<file path="config.mk">
export PLATFORM = sky130hd
export DESIGN_NAME = lcg1_top
export DESIGN_NICKNAME = d
export VERILOG_FILES = /design/src/rtl/lcg1_pkg.sv /design/src/rtl/lcg1_sync.sv /design/src/rtl/lcg1_chan_mux.sv /design/src/rtl/lcg1_top.sv
export SDC_FILE = /design/constraint.sdc
export NUM_CORES = 1
export LEC_CHECK = 0
export BUFFER_PORTS_ARGS = -buffer_cell sky130_fd_sc_hd__buf_2
export CORE_MARGIN = 2
export CORE_UTILIZATION = 52
export DETAILED_ROUTE_END_ITERATION = 8
export GPL_TIMING_DRIVEN = 0
export PLACE_DENSITY = 0.95
export SLEW_MARGIN = 20
export SYNTH_ARGS = -nofsm -noshare
export SYNTH_HDL_FRONTEND = slang
export SYNTH_SLANG_ARGS = --single-unit
export TNS_END_PERCENT = 100
</file>
<file path="constraint.sdc">
create_clock -name mclk -period 6.3 [get_ports mclk]
set_input_delay 0.315 -clock mclk [delete_from_list [all_inputs] [get_ports mclk]]
set_output_delay 0.315 -clock mclk [all_outputs]
set_load 0.1 [all_outputs]
</file>
<file path="src/rtl/lcg1_pkg.sv">
package lcg1_pkg;
  // Register map, byte addresses on the 32-bit register bus
  localparam int          ADDR_W           = 8;
  localparam logic [7:0]  CHAN_SEL_LO_OFS  = 8'h00;
  localparam logic [7:0]  CHAN_SEL_HI_OFS  = 8'h04;
  localparam logic [7:0]  GATE_ONE_SEL_OFS = 8'h08;
  localparam logic [7:0]  CELL_STATUS_OFS  = 8'h0C;

  // Channel source selection
  localparam int          NUM_SRC          = 16;
  localparam int          NUM_CHAN         = 4;
  localparam int          SEL_W            = 4;
  localparam int          CHAN_A_LSB       = 0;
  localparam int          CHAN_B_LSB       = 4;

  // Gate one select bits
  localparam int          GATE_ONE_CHAN_ONE_INV_SEL_BIT    = 0;
  localparam int          GATE_ONE_CHAN_ONE_TRUE_SEL_BIT   = 1;
  localparam int          GATE_ONE_CHAN_TWO_INV_SEL_BIT    = 2;
  localparam int          GATE_ONE_CHAN_TWO_TRUE_SEL_BIT   = 3;
  localparam int          GATE_ONE_CHAN_THREE_INV_SEL_BIT  = 4;
  localparam int          GATE_ONE_CHAN_THREE_TRUE_SEL_BIT = 5;
  localparam int          GATE_ONE_CHAN_FOUR_INV_SEL_BIT   = 6;
  localparam int          GATE_ONE_CHAN_FOUR_TRUE_SEL_BIT  = 7;

  // Status layout
  localparam int          STAT_GATE_BIT    = 0;
  localparam int          STAT_CHAN_LSB    = 4;

  // Reset values
  localparam logic [7:0]  CHAN_SEL_RST     = 8'h00;
  localparam logic [7:0]  GATE_ONE_SEL_RST = 8'h00;
  localparam logic [31:0] RDATA_ZERO       = 32'h0000_0000;

  // Bus responses
  localparam logic [1:0]  RESP_OKAY        = 2'h0;
  localparam logic [1:0]  RESP_SLVERR      = 2'h2;
endpackage : lcg1_pkg

</file>
<file path="src/rtl/lcg1_sync.sv">
`timescale 1ns/1ps
module lcg1_sync #(
  parameter int WIDTH = 16
) (
  input  wire logic             mclk,
  input  wire logic             reset,
  input  wire logic [WIDTH-1:0] async_in,
  output logic      [WIDTH-1:0] sync_out
);
  logic [WIDTH-1:0] meta_ff;
  logic [WIDTH-1:0] sync_ff;

  // First stage feeds only the second stage
  always_ff @(posedge mclk or posedge reset) begin
    if (reset) begin
      meta_ff <= '0;
      sync_ff <= '0;
    end else begin
      meta_ff <= async_in;
      sync_ff <= meta_ff;
    end
  end

  assign sync_out = sync_ff;
endmodule : lcg1_sync

</file>
<file path="src/rtl/lcg1_chan_mux.sv">
`timescale 1ns/1ps
module lcg1_chan_mux #(
  parameter int NUM_SRC = 16,
  parameter int SEL_W   = 4
) (
  input  wire logic [NUM_SRC-1:0] src,
  input  wire logic [SEL_W-1:0]   sel,
  output logic                    chan
);
  // One of the cell sources becomes this data channel
  assign chan = src[sel];
endmodule : lcg1_chan_mux

</file>
<file path="src/rtl/lcg1_top.sv">
// Chosen here: the register addresses and the AXI4-Lite slave port.
`timescale 1ns/1ps
module lcg1_top
  import lcg1_pkg::*;
#(
  parameter int NUM_SRC_P = lcg1_pkg::NUM_SRC
) (
  input  wire logic                 mclk,
  input  wire logic                 reset,
  input  wire logic [NUM_SRC_P-1:0] cell_in,
  input  wire logic [31:0]          s_axi_awaddr,
  input  wire logic                 s_axi_awvalid,
  output logic                      s_axi_awready,
  input  wire logic [31:0]          s_axi_wdata,
  input  wire logic [3:0]           s_axi_wstrb,
  input  wire logic                 s_axi_wvalid,
  output logic                      s_axi_wready,
  output logic [1:0]                s_axi_bresp,
  output logic                      s_axi_bvalid,
  input  wire logic                 s_axi_bready,
  input  wire logic [31:0]          s_axi_araddr,
  input  wire logic                 s_axi_arvalid,
  output logic                      s_axi_arready,
  output logic [31:0]               s_axi_rdata,
  output logic [1:0]                s_axi_rresp,
  output logic                      s_axi_rvalid,
  input  wire logic                 s_axi_rready,
  output logic                      gate_one_signal
);
  import lcg1_pkg::*;

  logic [NUM_SRC_P-1:0]    cell_sync;
  logic [NUM_CHAN-1:0]     chan_vec;
  logic [2*NUM_CHAN-1:0]   gate_terms;
  logic [2*SEL_W-1:0]      sel_field [NUM_CHAN/2];

  logic [7:0]              chan_sel_lo_ff;
  logic [7:0]              chan_sel_hi_ff;
  logic [7:0]              gate_one_data_select_ff;
  logic                    gate_one_signal_ff;
  logic [7:0]              nxt_chan_sel_lo;
  logic [7:0]              nxt_chan_sel_hi;
  logic [7:0]              nxt_gate_one_data_select;
  logic                    nxt_gate_one_signal;

  logic                    aw_full_ff;
  logic [ADDR_W-1:0]       awaddr_ff;
  logic                    w_full_ff;
  logic [7:0]              wdata_ff;
  logic                    wstrb0_ff;
  logic                    awready_ff;
  logic                    wready_ff;
  logic                    bvalid_ff;
  logic [1:0]              bresp_ff;
  logic                    arready_ff;
  logic                    rvalid_ff;
  logic [31:0]             rdata_ff;
  logic [1:0]              rresp_ff;
  logic                    nxt_aw_full;
  logic [ADDR_W-1:0]       nxt_awaddr;
  logic                    nxt_w_full;
  logic [7:0]              nxt_wdata;
  logic                    nxt_wstrb0;
  logic                    nxt_awready;
  logic                    nxt_wready;
  logic                    nxt_bvalid;
  logic [1:0]              nxt_bresp;
  logic                    nxt_arready;
  logic                    nxt_rvalid;
  logic [31:0]             nxt_rdata;
  logic [1:0]              nxt_rresp;

  // Cell sources may come straight from pins
  lcg1_sync #(
    .WIDTH    (NUM_SRC_P)
  ) u_sync (
    .mclk     (mclk),
    .reset    (reset),
    .async_in (cell_in),
    .sync_out (cell_sync)
  );

  assign sel_field[0] = chan_sel_lo_ff;
  assign sel_field[1] = chan_sel_hi_ff;

  genvar gi;
  generate
    for (gi = 0; gi < NUM_CHAN; gi++) begin : g_chan
      // Even channels use the low nibble of their select register
      lcg1_chan_mux #(
        .NUM_SRC (NUM_SRC_P),
        .SEL_W   (SEL_W)
      ) u_mux (
        .src     (cell_sync),
        .sel     (sel_field[gi/2][(gi%2)*SEL_W +: SEL_W]),
        .chan    (chan_vec[gi])
      );
      // Odd select bit gates the true form, even bit the complement
      assign gate_terms[2*gi+1] = chan_vec[gi] & gate_one_data_select_ff[2*gi+1];
      assign gate_terms[2*gi]   = ~chan_vec[gi] & gate_one_data_select_ff[2*gi];
    end
  endgenerate

  always_comb begin
    nxt_gate_one_signal = |gate_terms;
  end

  always_ff @(posedge mclk or posedge reset) begin
    if (reset) begin
      gate_one_signal_ff <= 1'b0;
    end else begin
      gate_one_signal_ff <= nxt_gate_one_signal;
    end
  end

  // Write path: address and data are captured independently, committed together
  always_comb begin
    nxt_aw_full              = aw_full_ff;
    nxt_awaddr               = awaddr_ff;
    nxt_w_full               = w_full_ff;
    nxt_wdata                = wdata_ff;
    nxt_wstrb0               = wstrb0_ff;
    nxt_bvalid               = bvalid_ff;
    nxt_bresp                = bresp_ff;
    nxt_chan_sel_lo          = chan_sel_lo_ff;
    nxt_chan_sel_hi          = chan_sel_hi_ff;
    nxt_gate_one_data_select = gate_one_data_select_ff;
    if (s_axi_awvalid && awready_ff) begin
      nxt_aw_full = 1'b1;
      nxt_awaddr  = s_axi_awaddr[ADDR_W-1:0];
    end
    if (s_axi_wvalid && wready_ff) begin
      nxt_w_full = 1'b1;
      nxt_wdata  = s_axi_wdata[7:0];
      nxt_wstrb0 = s_axi_wstrb[0];
    end
    if (bvalid_ff && s_axi_bready) begin
      nxt_bvalid = 1'b0;
    end
    if (aw_full_ff && w_full_ff && !bvalid_ff) begin
      nxt_aw_full = 1'b0;
      nxt_w_full  = 1'b0;
      nxt_bvalid  = 1'b1;
      nxt_bresp   = RESP_OKAY;
      // All fields live in byte lane 0, so only that strobe matters
      unique case (awaddr_ff)
        CHAN_SEL_LO_OFS: begin
          if (wstrb0_ff) nxt_chan_sel_lo = wdata_ff;
        end
        CHAN_SEL_HI_OFS: begin
          if (wstrb0_ff) nxt_chan_sel_hi = wdata_ff;
        end
        GATE_ONE_SEL_OFS: begin
          if (wstrb0_ff) nxt_gate_one_data_select = wdata_ff;
        end
        CELL_STATUS_OFS: begin
          nxt_bresp = RESP_OKAY;
        end
        default: begin
          nxt_bresp = RESP_SLVERR;
        end
      endcase
    end
    // Hold off new requests while a response is outstanding
    nxt_awready = !nxt_aw_full && !nxt_bvalid;
    nxt_wready  = !nxt_w_full && !nxt_bvalid;
  end

  always_ff @(posedge mclk or posedge reset) begin
    if (reset) begin
      aw_full_ff              <= 1'b0;
      awaddr_ff               <= '0;
      w_full_ff               <= 1'b0;
      wdata_ff                <= 8'h00;
      wstrb0_ff               <= 1'b0;
      awready_ff              <= 1'b0;
      wready_ff               <= 1'b0;
      bvalid_ff               <= 1'b0;
      bresp_ff                <= RESP_OKAY;
      chan_sel_lo_ff          <= CHAN_SEL_RST;
      chan_sel_hi_ff          <= CHAN_SEL_RST;
      gate_one_data_select_ff <= GATE_ONE_SEL_RST;
    end else begin
      aw_full_ff              <= nxt_aw_full;
      awaddr_ff               <= nxt_awaddr;
      w_full_ff               <= nxt_w_full;
      wdata_ff                <= nxt_wdata;
      wstrb0_ff               <= nxt_wstrb0;
      awready_ff              <= nxt_awready;
      wready_ff               <= nxt_wready;
      bvalid_ff               <= nxt_bvalid;
      bresp_ff                <= nxt_bresp;
      chan_sel_lo_ff          <= nxt_chan_sel_lo;
      chan_sel_hi_ff          <= nxt_chan_sel_hi;
      gate_one_data_select_ff <= nxt_gate_one_data_select;
    end
  end

  // Read path: one outstanding read, data answered one edge after address
  always_comb begin
    nxt_rvalid = rvalid_ff;
    nxt_rdata  = rdata_ff;
    nxt_rresp  = rresp_ff;
    if (rvalid_ff && s_axi_rready) begin
      nxt_rvalid = 1'b0;
    end
    if (s_axi_arvalid && arready_ff) begin
      nxt_rvalid = 1'b1;
      nxt_rdata  = RDATA_ZERO;
      nxt_rresp  = RESP_OKAY;
      unique case (s_axi_araddr[ADDR_W-1:0])
        CHAN_SEL_LO_OFS:  nxt_rdata[7:0] = chan_sel_lo_ff;
        CHAN_SEL_HI_OFS:  nxt_rdata[7:0] = chan_sel_hi_ff;
        GATE_ONE_SEL_OFS: nxt_rdata[7:0] = gate_one_data_select_ff;
        CELL_STATUS_OFS: begin
          nxt_rdata[STAT_GATE_BIT]                   = gate_one_signal_ff;
          nxt_rdata[STAT_CHAN_LSB +: NUM_CHAN]       = chan_vec;
        end
        default: nxt_rresp = RESP_SLVERR;
      endcase
    end
    nxt_arready = !nxt_rvalid;
  end

  always_ff @(posedge mclk or posedge reset) begin
    if (reset) begin
      arready_ff <= 1'b0;
      rvalid_ff  <= 1'b0;
      rdata_ff   <= RDATA_ZERO;
      rresp_ff   <= RESP_OKAY;
    end else begin
      arready_ff <= nxt_arready;
      rvalid_ff  <= nxt_rvalid;
      rdata_ff   <= nxt_rdata;
      rresp_ff   <= nxt_rresp;
    end
  end

  assign s_axi_awready   = awready_ff;
  assign s_axi_wready    = wready_ff;
  assign s_axi_bvalid    = bvalid_ff;
  assign s_axi_bresp     = bresp_ff;
  assign s_axi_arready   = arready_ff;
  assign s_axi_rvalid    = rvalid_ff;
  assign s_axi_rdata     = rdata_ff;
  assign s_axi_rresp     = rresp_ff;
  assign gate_one_signal = gate_one_signal_ff;
endmodule : lcg1_top

</file>
# [Word level (Yosys, flattened, before mapping)]
# Cells that the tools add are included.
[classes] addsub=0 mul=0 div_mod_pow=0 n_lt_le_gt_ge=4 n_eq_ne=6 shift=0 mux=21 n_bitwise=12 n_reduce_logical=22
[ops] operator="$eq 8x4->1 const B" count=4
[ops] operator="$lt 4x5->1 const B" count=4
[ops] operator="$bmux 1 s4" count=4
[ops] operator="$eq 8x3->1 const B" count=2
[ops] operator="$logic_not 8->1" count=2
[ops] operator="$pmux 4 s4" count=1
[ops] operator="$mux 1" count=12
[ops] operator="$logic_and 1x1->1" count=9
[ops] operator="$pmux 3 s3" count=1
[ops] operator="$reduce_and 3->1" count=3
[ops] operator="$and 1x1->1" count=8
[ops] operator="$reduce_or 4->1" count=2
[ops] operator="$reduce_or 8->1" count=1
[ops] operator="$logic_not 1->1" count=5
[ops] operator="$mux 2" count=2
[ops] operator="$not 1->1" count=4
[ops] operator="$pmux 1 s4" count=1
[totals] register_bits=93 latchBits=0 mem_bits_rw=0 romBits=0 in_bits=123 elab_cells=84 mem_count=0

# [Depth between registers and ports, before layout]
# Gate-level depths: netlist of the first run.
[logic_depth] depth_word=5 mapped_depth=6 mapped_depth_nobuf=5

# [Hierarchy]
# From an unflattened synthesis of the first run, not the netlist that was laid out.
[hier_totals] hier_cells=248 hier_area_um2=4021.4
[modules_own_cells] module="lcg1_top" instances=1 cells_per_inst=187 area_per_inst_um2=2676.3 seq_area_each_um2=1476.4
[modules_own_cells] module="lcg1_sync" instances=1 cells_per_inst=33 area_per_inst_um2=804.5 seq_area_each_um2=800.8
[modules_own_cells] module="lcg1_chan_mux" instances=4 cells_per_inst=7 area_per_inst_um2=135.1 seq_area_each_um2=0.0

# [Worst setup path before layout of the first run]
# OpenSTA, ideal clock, no wires.
[synth_path] path_type="reg2reg" startpoint="register bvalid_ff, in the netlist s_axi_bvalid" endpoint="register chan_sel_lo_ff[0]" setup_ns=0.125 t_arrival_ns=2.119 t_required_ns=6.175 setup_slack_ns=4.056 path_stages_with_launch=5 n_path_buf=0 period_less_slack_ns=2.244 cell_sequence="dfrtp_1 -> nor2_1 -> and3_1 -> nor3b_2 -> mux2_2"
[synth_via] elab_chain_cells=3
[synth_lines] element="start, declared" line="lcg1_top.sv:53" text="logic bvalid_ff;"
[synth_lines] element="start signal, assigned" line="lcg1_top.sv:191" text="bvalid_ff <= nxt_bvalid;"
[synth_lines] element="$logic_not 1->1" line="lcg1_top.sv:140" text="if (aw_full_ff && w_full_ff && !bvalid_ff) begin"
[synth_lines] element="$logic_and 1x1->1" line="lcg1_top.sv:140"
[synth_lines] element="$reduce_and 3->1 (no source line)"
[synth_lines] element="end signal, assigned" line="lcg1_top.sv:193" text="chan_sel_lo_ff <= nxt_chan_sel_lo;"
[synth_lines] element="end, declared" line="lcg1_top.sv:37" text="logic [7:0] chan_sel_lo_ff;"
# No other way between the ends.
# A chain may end at the register's enable or synchronous reset.

# [Final worst setup path of the first run]
[layout_path] startpoint="register awaddr_ff[5]" endpoint="register chan_sel_lo_ff[4]"
[layout_via] elab_chain_cells=2
[layout_lines] element="start, declared" line="lcg1_top.sv:47" text="logic [ADDR_W-1:0] awaddr_ff;"
[layout_lines] element="start signal, assigned" line="lcg1_top.sv:185" text="awaddr_ff <= nxt_awaddr;"
[layout_lines] element="$logic_not 8->1" line="lcg1_top.sv:146" text="unique case (awaddr_ff)"
[layout_lines] element="$reduce_and 3->1 (no source line)"
# No other way between the ends.

==> reports/qor.txt, run 1 <==
Area growth syn-to-layout - 18.77%
Worst-margin pin slew - 0.7884 ns
Chip Height - 91.12 um
Row count - 31
TritonCTS clock tree - done
Avg WL per Cell - 15.79 um
Yosys warns - 0
Post-synth top area share - 57.70%
FFs w/ async S/R, synth - 100.0%
Top_reg_cell synth - dfrtp_1
Critical path class - reg -> reg
CTS Sinks - 91
Top post-synthesis cells by area - dfrtp_1 (58%), mux2_2 (12%), mux4_2 (7.4%), buf_4 (4.9%), mux2i_1 (3.6%)
Final Non-Filler Cells - 476
Synth Register Bits - 91
Antenna violations before repair - 0
Worst vdd ir - 0.0002487 V
Shortest period the worst path allows - 2.570 ns
Vias in the first global route - 2,548
EDFF count, synth - 0
Hold WS - 0.05387 ns
Worst Setup End Kind - flop
TritonRoute pass-1 iters - 4
Design area - 0.004687 sq mm
Outcome - finished, final reports clean
RSZ-0062 raised after global routing - no
Share of cells above drive strength 1 - 42.97%
Post-Synth XOR/XNOR Area - 0%
Max stage delay on crit path - 0.67 ns
Max-Cap Viols - 0
Placed Instance Area - 0.004499 sq mm
Worst Hold Class - in -> reg
WP data arrival - 2.81 ns
Post-layout util - 64.28%
Grt ovf - 0
Latest clock arrival within the worst-skew pair - 0.36 ns
Clock root buffer - clkbuf_8
Ports - 165
Fin crit share - 40.79%
Syn Area/Cell - 14.46 sq um
PwrDens - 339.8 mW/mm^2
Slowest cell on crit path - nor3b_2
Cell taking the most area after synthesis - dfrtp_1
Post-synthesis cell area - 0.003946 sq mm
Worst slew margin - 47.21%
DRC - 0
Mapped Cells - 273
Simple-gate share of the synthesized area - 5.549%
Portion of netlist area occupied by mux cells - 26.00%
Leakage - 2.260 nW
CP required - 6.54 ns
Antenna cells - 0
Clock-pin slew on the worst setup and hold paths - 0.09 ns
H-tree depth - 3
CP Max Fanout - 8
Initial core utilization - 54.12%
Most common cell in the netlist - dfrtp_1
Adder-cell share of the synthesized area - 0%
Routed Antenna Nets - 0
Hold Vio Cnt, Final - 0
Worst Skew - 0.008915 ns
Largest family of logic cells by synthesized area - multiplexers
Die width - 91.12 um
Total negative slack - 0 ns
Core Box Area - 0.007292 sq mm
Via/cell ratio - 5.284
Nets@finish - 495
First-pass GRT wire length - 12,650 um
Final wirelength - 7518 um
CP cell instances - or4_1 -> nor3_1 -> and3_1 -> nor3b_2 -> mux2_2
GRT Total Usage - 19.63%
Top post-synthesis cells by count - dfrtp_1 (91), mux2_2 (41), buf_4 (26)
DP HPWL - 5656 um
Max Fclk - 389.1 MHz
Vias - 2,515
Endpoints failing setup - 0
Die area - 0.008302 sq mm
TritonCTS buffer count - 9
Startpoint Class - flop
Tot Pwr - 1.593 mW
Synth cell types - 34
Final Worst Setup Slack - 3.730 ns
Seq/Total Area, Yosys - 57.70%
Port Buffer Count - 61
Clock tree buffer depth - 2
Compound-Gate Fraction of Synth Area - 4.534%
Largest net degree at the start of global routing - 66
Gp weighted congestion - 0.9699
Max Slew Vio Count - 0
Dpl ws - 3.780 ns
DRT iter0 DRCs - 186
Dpl cells - 459
[layer usage]
layer | wire [um] | share of wire [%] | vias to the layer above | global-route usage (%)
li1 | - | - | 1147 | -
met1 | 3102 | 41 | 1231 | 26.05
met2 | 3754 | 50 | 117 | 32.10
met3 | 521 | 6.9 | 20 | 5.228
met4 | 140 | 1.9 | 0 | 5.808
met5 | 0 | 0 | - | 0
[area by class of cell]
class / count / area (sq um)
Buffer: 32 / 226.5
Clock buffer: 10 / 127.6
Clock inverter: 6 / 50.05
Fill cell: 555 / 2605
Inverter: 4 / 17.52
Multi-Input combinational cell: 171 / 1521
Sequential cell: 91 / 2277
Tap cell: 99 / 123.9
Timing Repair Buffer: 63 / 342.8
[timing repair]
item / CTS / global route
setup buffers: 0 / 0
resized for setup: 0 / 0
setup endpoints to repair: 0 / 0
hold endpoints to repair: 26 / 0
hold buffers: 1 / 0
[cell families (layout without fill, tap and decap cells)]
| logic type | after synthesis | in the layout |
|---|---|---|
| AOI/OAI and AO/OA | 28 | 28 |
| other | 1 | 26 |
| buffers and inverters | 36 | 115 |
| muxes | 73 | 73 |
| and+or+nand+nor | 44 | 44 |
| DFF | 91 | 91 |
[worst max-delay path: cells and delay by family (launching register included)]
kind             cells  cell delay [ns]
flip-flops           1             0.38
multiplexers         1             0.42
AND/OR/NAND/NOR      4             1.65
[registers in the layout, indices dropped and copies added, names as in the netlist]
signal                   cells
aw_full_ff                   1
awaddr_ff                    8
chan_sel_hi_ff               8
chan_sel_lo_ff               8
gate_one_data_select_ff      8
gate_one_signal              1
s_axi_arready                1
s_axi_awready                1
s_axi_bresp                  1
s_axi_bvalid                 1
s_axi_rdata                  8
s_axi_rresp                  1
s_axi_rvalid                 1
s_axi_wready                 1
u_sync.meta_ff              16
u_sync.sync_out             16
w_full_ff                    1
wdata_ff                     8
wstrb0_ff                    1
[layout by cell type, fill, tap and decap left out, types with 2 or more instances in the layout]
master    synthesis  layout
a221oi_1          4       4
a21oi_1           7       7
nor2b_1           4       4
clkbuf_8          0       9
conb_1            1      26
mux2i_1          14      14
a211oi_1          2       2
nand2_1          16      16
mux4_2           13      13
and3_1            2       2
or4_1             2       2
mux4_1            5       5
nor3_1            2       2
clkbuf_1          3       4
mux2_2           41      41
nand3_1           2       2
dfrtp_1          91      91
clkinv_4          0       2
buf_2             1      62
buf_4            26      26
inv_1             4       3
nand3b_1          2       2
a21boi_0          2       2
o21ai_0           8       8
nor2_1           10      10
[report_power, final]
group          total (mW)  switching (mW)  internal [mW]
Clock               0.354           0.206          0.148
Sequential          0.785          0.0949          0.690
Combinational       0.454           0.289          0.164
[path summary, 6_finish.rpt]
kind,cells after the start,slack [ns],to,startpoint
min in group asynchronous,3,0.47,u_sync.meta_ff[5],reset
hold / removal,1,0.05,u_sync.meta_ff[4],cell_in[4]
setup reg to reg,5,3.73,chan_sel_lo_ff[4],awaddr_ff[5]
max in group asynchronous,4,5.23,u_sync.sync_out[2],reset
hold reg to reg,0,0.35,u_sync.sync_out[7],u_sync.meta_ff[7]
setup / recovery,5,3.73,chan_sel_lo_ff[4],awaddr_ff[5]
No activity file was read; power rests on OpenSTA's default activity.
==> run 2: changes to the inputs <==
Settings changed: CORE_UTILIZATION 52 to 43, PLACE_DENSITY 0.95 to 0.88.
Clock period 6.3 ns to 2.1 ns, I/O delays scaled along.
==> run 2 against run 1 <==
  * The flow now finishes with violations (setup timing)
  * Critical path depth unchanged
  * Global-route usage fell by 2.7 points
  * Count of clock-buffer cells in the layout fell by 1
  * Maximum frequency grew 12%
  * Combinational power increased to 3.2 times the previous value
  * First-iteration DRC count decreased by 21%
  * Sequential cell count did not move
  * Wire length rose by 7.0%
  * Clock power increased to 3.7 times the previous value
  * Register-to-register slack worse by 3.9 ns
  * Sequential share of layout area is 5.5 points lower
  * Largest cell class unchanged
==> reports/qor.txt, run 2 (synthesis gave the netlist of run 1 again) <==
Antenna cells - 0
Row count - 34
First-pass GRT wire length - 13,070 um
CP Max Fanout - 5
Post-layout util - 60.10%
Via/cell ratio - 5.017
Latest clock arrival within the worst-skew pair - 0.36 ns
Max Fclk - 437.0 MHz
Fin crit share - 109.0%
Die area - 0.009960 sq mm
Routed Antenna Nets - 0
Seq pwr share - 46.3%
Port Buffer Count - 61
Hold depth - 4
Max-Cap Viols - 0
Chip Height - 99.80 um
Avg WL per Cell - 15.15 um
Leakage - 2.501 nW
TritonCTS buffer count - 9
DRC - 0
Reg2Reg Depth - 5
WP data arrival - 2.52 ns
Gp weighted congestion - 0.8475
Sw Ratio - 35.32%
TritonRoute pass-1 iters - 4
Nets@finish - 541
Total negative slack - -0.6887 ns
Fillers - 699
Endpoints failing setup - 10
Grt ovf - 0
Max Slew Vio Count - 0
Hold Vio Cnt, Final - 0
P_int - 3.335 mW
CP required - 2.33 ns
Initial core utilization - 44.81%
Worst Skew - 0.01133 ns
DRT iter0 DRCs - 147
Commonest non-fill, non-tap cell in the layout - dfrtp_1
Antenna violations before repair - 0
Worst slew margin - 58.30%
Vias - 2,664
Most frequent cells in the layout - dfrtp_1 (88), buf_2 (61), dlygate4sd3_1 (37), mux2_2 (34), buf_4 (32)
Sw power - 1.821 mW
Worst Setup End Kind - flop
CTS Sinks - 91
Critical path class - reg -> reg
Clock tree buffer depth - 2
Worst vdd ir - 0.0006896 V
Tot Pwr - 5.156 mW
Shortest period the worst path allows - 2.288 ns
Worst-margin pin slew - 0.6254 ns
Die width - 99.80 um
Dpl ws - -0.1798 ns
Final wirelength - 8042 um
Largest net degree at the start of global routing - 35
Vias in the first global route - 2,633
Failing checks - setup timing
DP HPWL - 5736 um
H-tree depth - 3
Outcome - finished with violations
Final Worst Setup Slack - -0.1882 ns
Clock root buffer - clkbuf_8
Worst Hold Class - in -> reg
TritonCTS clock tree - done
Share of cells above drive strength 1 - 43.74%
Clock-pin slew on the worst setup and hold paths - 0.09 ns
RSZ-0062 raised after global routing - yes
Ports - 165
GRT Total Usage - 16.95%
Clock network fraction of design power - 25.2%
Area growth syn-to-layout - 34.12%
Core Box Area - 0.008806 sq mm
Comb power frac - 28.4%
PwrDens - 974.2 mW/mm^2
Startpoint Class - flop
## run 2: changes by cell type in the layout (fill, tap and decap cells not counted), moves of 4 or more
cell	before	now
mux4_1	5	1
mux4_2	13	17
mux2_2	41	34
mux2_4	0	7
buf_4	26	32
dlygate4sd3_1	1	37
## run 2: worst max-delay path: stages (launching register included)
cell	delay [ns]
dfrtp_2	0.44
mux4_2	0.53
mux4_2	0.52
mux2i_1	0.22
nand3_1	0.09
or3b_1	0.36
## run 2: power groups by stage
stage | logic [mW] | registers, mW | clock network (mW)
floorplan | 0.822 | 2.62 | 0
global placement | 1.32 | 2.36 | 0
detailed placement | 1.38 | 2.40 | 0
CTS | 1.43 | 2.37 | 1.33
global route | 1.56 | 2.44 | 1.41
finish | 1.47 | 2.39 | 1.30
## run 2: metrics by stage
step | hold slack, ns | cells | cell area [sq um]
after floorplan | 0.1364 | 298 | 4045
after global placement | 0.2143 | 467 | 4486
after detailed placement | 0.1156 | 470 | 4561
after CTS | 0.03275 | 526 | 5205
after global routing | 0.07626 | 531 | 5293
final | 0.04518 | 531 | 5293
## run 2: area by class of cell
cell class,count,area (sq um),area share [%]
Clock inverter,7,101.3,1.915
Inverter,4,18.77,0.3546
Tap cell,108,135.1,2.553
Clock buffer,9,123.9,2.340
Buffer,31,229.0,4.326
Timing Repair Buffer,110,838.3,15.84
Multi-Input combinational cell,171,1565,29.57
Sequential cell,91,2281,43.10
## run 2: final timing paths
| check | from | endpoint | slack, ns |
|---|---|---|---|
| min | s_axi_araddr[1] | s_axi_rdata[0] | 0.05 |
| min in group asynchronous | reset | awaddr_ff[2] | 0.27 |
| min reg2reg | u_sync.meta_ff[4] | u_sync.sync_out[4] | 0.35 |
| max reg2reg | chan_sel_hi_ff[5] | gate_one_signal | -0.19 |
| max in group asynchronous | reset | u_sync.sync_out[0] | 1.17 |
| max | chan_sel_hi_ff[5] | gate_one_signal | -0.19 |
## run 2: what timing repair did
action | in CTS | in global routing
hold buffers | 37 | 0
endpoints found under the setup margin | 25 | 11
endpoints found under the hold margin | 53 | 0
pin swaps | 0 | 4
buffers inserted | 4 | 5
gates resized for setup | 2 | 13
## run 2: metal layers
layer  vias up  routed length [um]  track usage, %
met4         0                 112           5.690
met2       126                4066           28.64
met3        10                 537           4.735
met5         -                   0               0
li1       1232                   -               -
met1      1296                3326           21.20
==> run 3: changes to the inputs <==
Settings changed: CORE_UTILIZATION 43 to 52, GPL_ROUTABILITY_DRIVEN set to 0, PLACE_DENSITY 0.88 to 0.95.
Clock period 2.1 ns to 2.9 ns, I/O delays scaled along.
==> run 3 against run 2 <==
  * The flow now finishes without violations
  * Setup slack improved by 0.62 ns
  * Wire length is 3.1% lower
  * Clock power decreased by 30%
  * Non-clock buffer count fell by 26
  * Sequential share of layout area is 3.1 points higher
  * Final area is 6.9% lower
  * Core utilization rose by 7.5 points
==> reports/qor.txt, run 3 (synthesis gave the netlist of run 1 again) <==
Outcome - finished, final reports clean
PwrDens - 735.8 mW/mm^2
Leakage - 2.361 nW
Startpoint Class - flop
CP required - 3.14 ns
Endpoints failing setup - 0
Post-layout util - 67.57%
Max Fclk - 405.4 MHz
Initial core utilization - 54.12%
DRC - 0
DRT iter0 DRCs - 173
Die width - 91.12 um
Final Worst Setup Slack - 0.4332 ns
Design area - 0.004927 sq mm
CTS Sinks - 91
Final wirelength - 7790 um
Share of cells above drive strength 1 - 40.81%
WP data arrival - 2.70 ns
Max-Cap Viols - 0
Vias - 2,558
Worst slew margin - 53.64%
Dpl cells - 459
Worst vdd ir - 0.0004912 V
Worst-margin pin slew - 0.6924 ns
Antenna violations before repair - 0
TritonCTS clock tree - done
Most frequent cells in the layout - dfrtp_1 (91), buf_2 (62), mux2_2 (41), buf_4 (26), conb_1 (26)
RSZ-0062 raised after global routing - no
Dpl ws - 0.4571 ns
Largest net degree at the start of global routing - 67
Hold Vio Cnt, Final - 0
Die area - 0.008302 sq mm
Clock root buffer - clkbuf_8
Core Box Area - 0.007292 sq mm
Vias in the first global route - 2,700
Latest clock arrival within the worst-skew pair - 0.35 ns
Total negative slack - 0 ns
Fin crit share - 85.06%
Worst Setup End Kind - flop
Area growth syn-to-layout - 24.86%
Clock-pin slew on the worst setup and hold paths - 0.08 ns
Clock tree buffer depth - 2
Avg WL per Cell - 15.71 um
First-pass GRT wire length - 13,200 um
Worst Hold Class - in -> reg
Grt ovf - 0
Final Non-Filler Cells - 496
Worst Skew - 0.003835 ns
Commonest non-fill, non-tap cell in the layout - dfrtp_1
Routed Antenna Nets - 0
DP HPWL - 5657 um
Critical path class - reg -> reg
CTS resizes - 0
H-tree depth - 3
Placed Instance Area - 0.004499 sq mm
Via/cell ratio - 5.157
Row count - 31
CP Max Fanout - 6
Antenna cells - 0
Nets@finish - 515
GRT Total Usage - 20.69%
Max Slew Vio Count - 0
TritonCTS buffer count - 9
Port Buffer Count - 61
Chip Height - 91.12 um
Shortest period the worst path allows - 2.467 ns
Ports - 165
TritonRoute pass-1 iters - 4
run 3: metal layers:
layer	global-route usage, %	up-vias	routed length, um
li1	-	1184	-
met5	0	-	0
met1	24.86	1257	3123
met3	5.643	13	550
met2	35.00	104	4004
met4	9.217	0	112
run 3: cell type report:
type,instances,area (sq um)
fill,543,2365
sequential,91,2277
multi-input combinational,171,1521
timing repair buffer,83,543.0
buffer,32,226.5
clock buffer,10,127.6
tap,99,123.9
clock inverter,6,90.09
inverter,4,17.52
run 3: power by group:
| group | leakage [nW] | total [mW] | internal (mW) | switching, mW |
|---|---|---|---|---|
| clock | 0.106 | 0.915 | 0.487 | 0.428 |
| combinational | 1.12 | 1.01 | 0.374 | 0.634 |
| sequential | 1.14 | 1.70 | 1.50 | 0.204 |
| total | 2.36 | 3.63 | 2.36 | 1.27 |
run 3: worst max-delay path: stages, from the launching register on:
cell and delay [ns]:
dfrtp_1 0.53, mux4_2 0.57, mux4_2 0.52, mux2i_1 0.23, nand3_1 0.11, or3b_1 0.38
run 3: stage by stage:
step	hold WS, ns	power [mW]
floorplan	0.1764	2.483
global placement	0.2538	2.648
detailed placement	0.1386	2.712
CTS	0.00006259	3.644
global route	0.003624	3.801
finish	0.01868	3.625
run 3: worst paths after layout:
kind	start	endpoint	slack [ns]	depth (start not counted)
max in group asynchronous	reset	u_sync.meta_ff[3]	2.00	4
setup reg to reg	chan_sel_hi_ff[7]	gate_one_signal	0.43	5
min in group asynchronous	reset	awaddr_ff[6]	0.31	3
setup / recovery	chan_sel_hi_ff[7]	gate_one_signal	0.43	5
hold reg to reg	u_sync.meta_ff[9]	u_sync.sync_out[9]	0.35	0
hold / removal	s_axi_wdata[4]	wdata_ff[4]	0.02	2
run 3: timing repair:
item	4_1_cts	5_1_grt
hold endpoints to repair	45	0
setup buffers	0	0
setup endpoints to repair	0	0
hold buffers	21	0
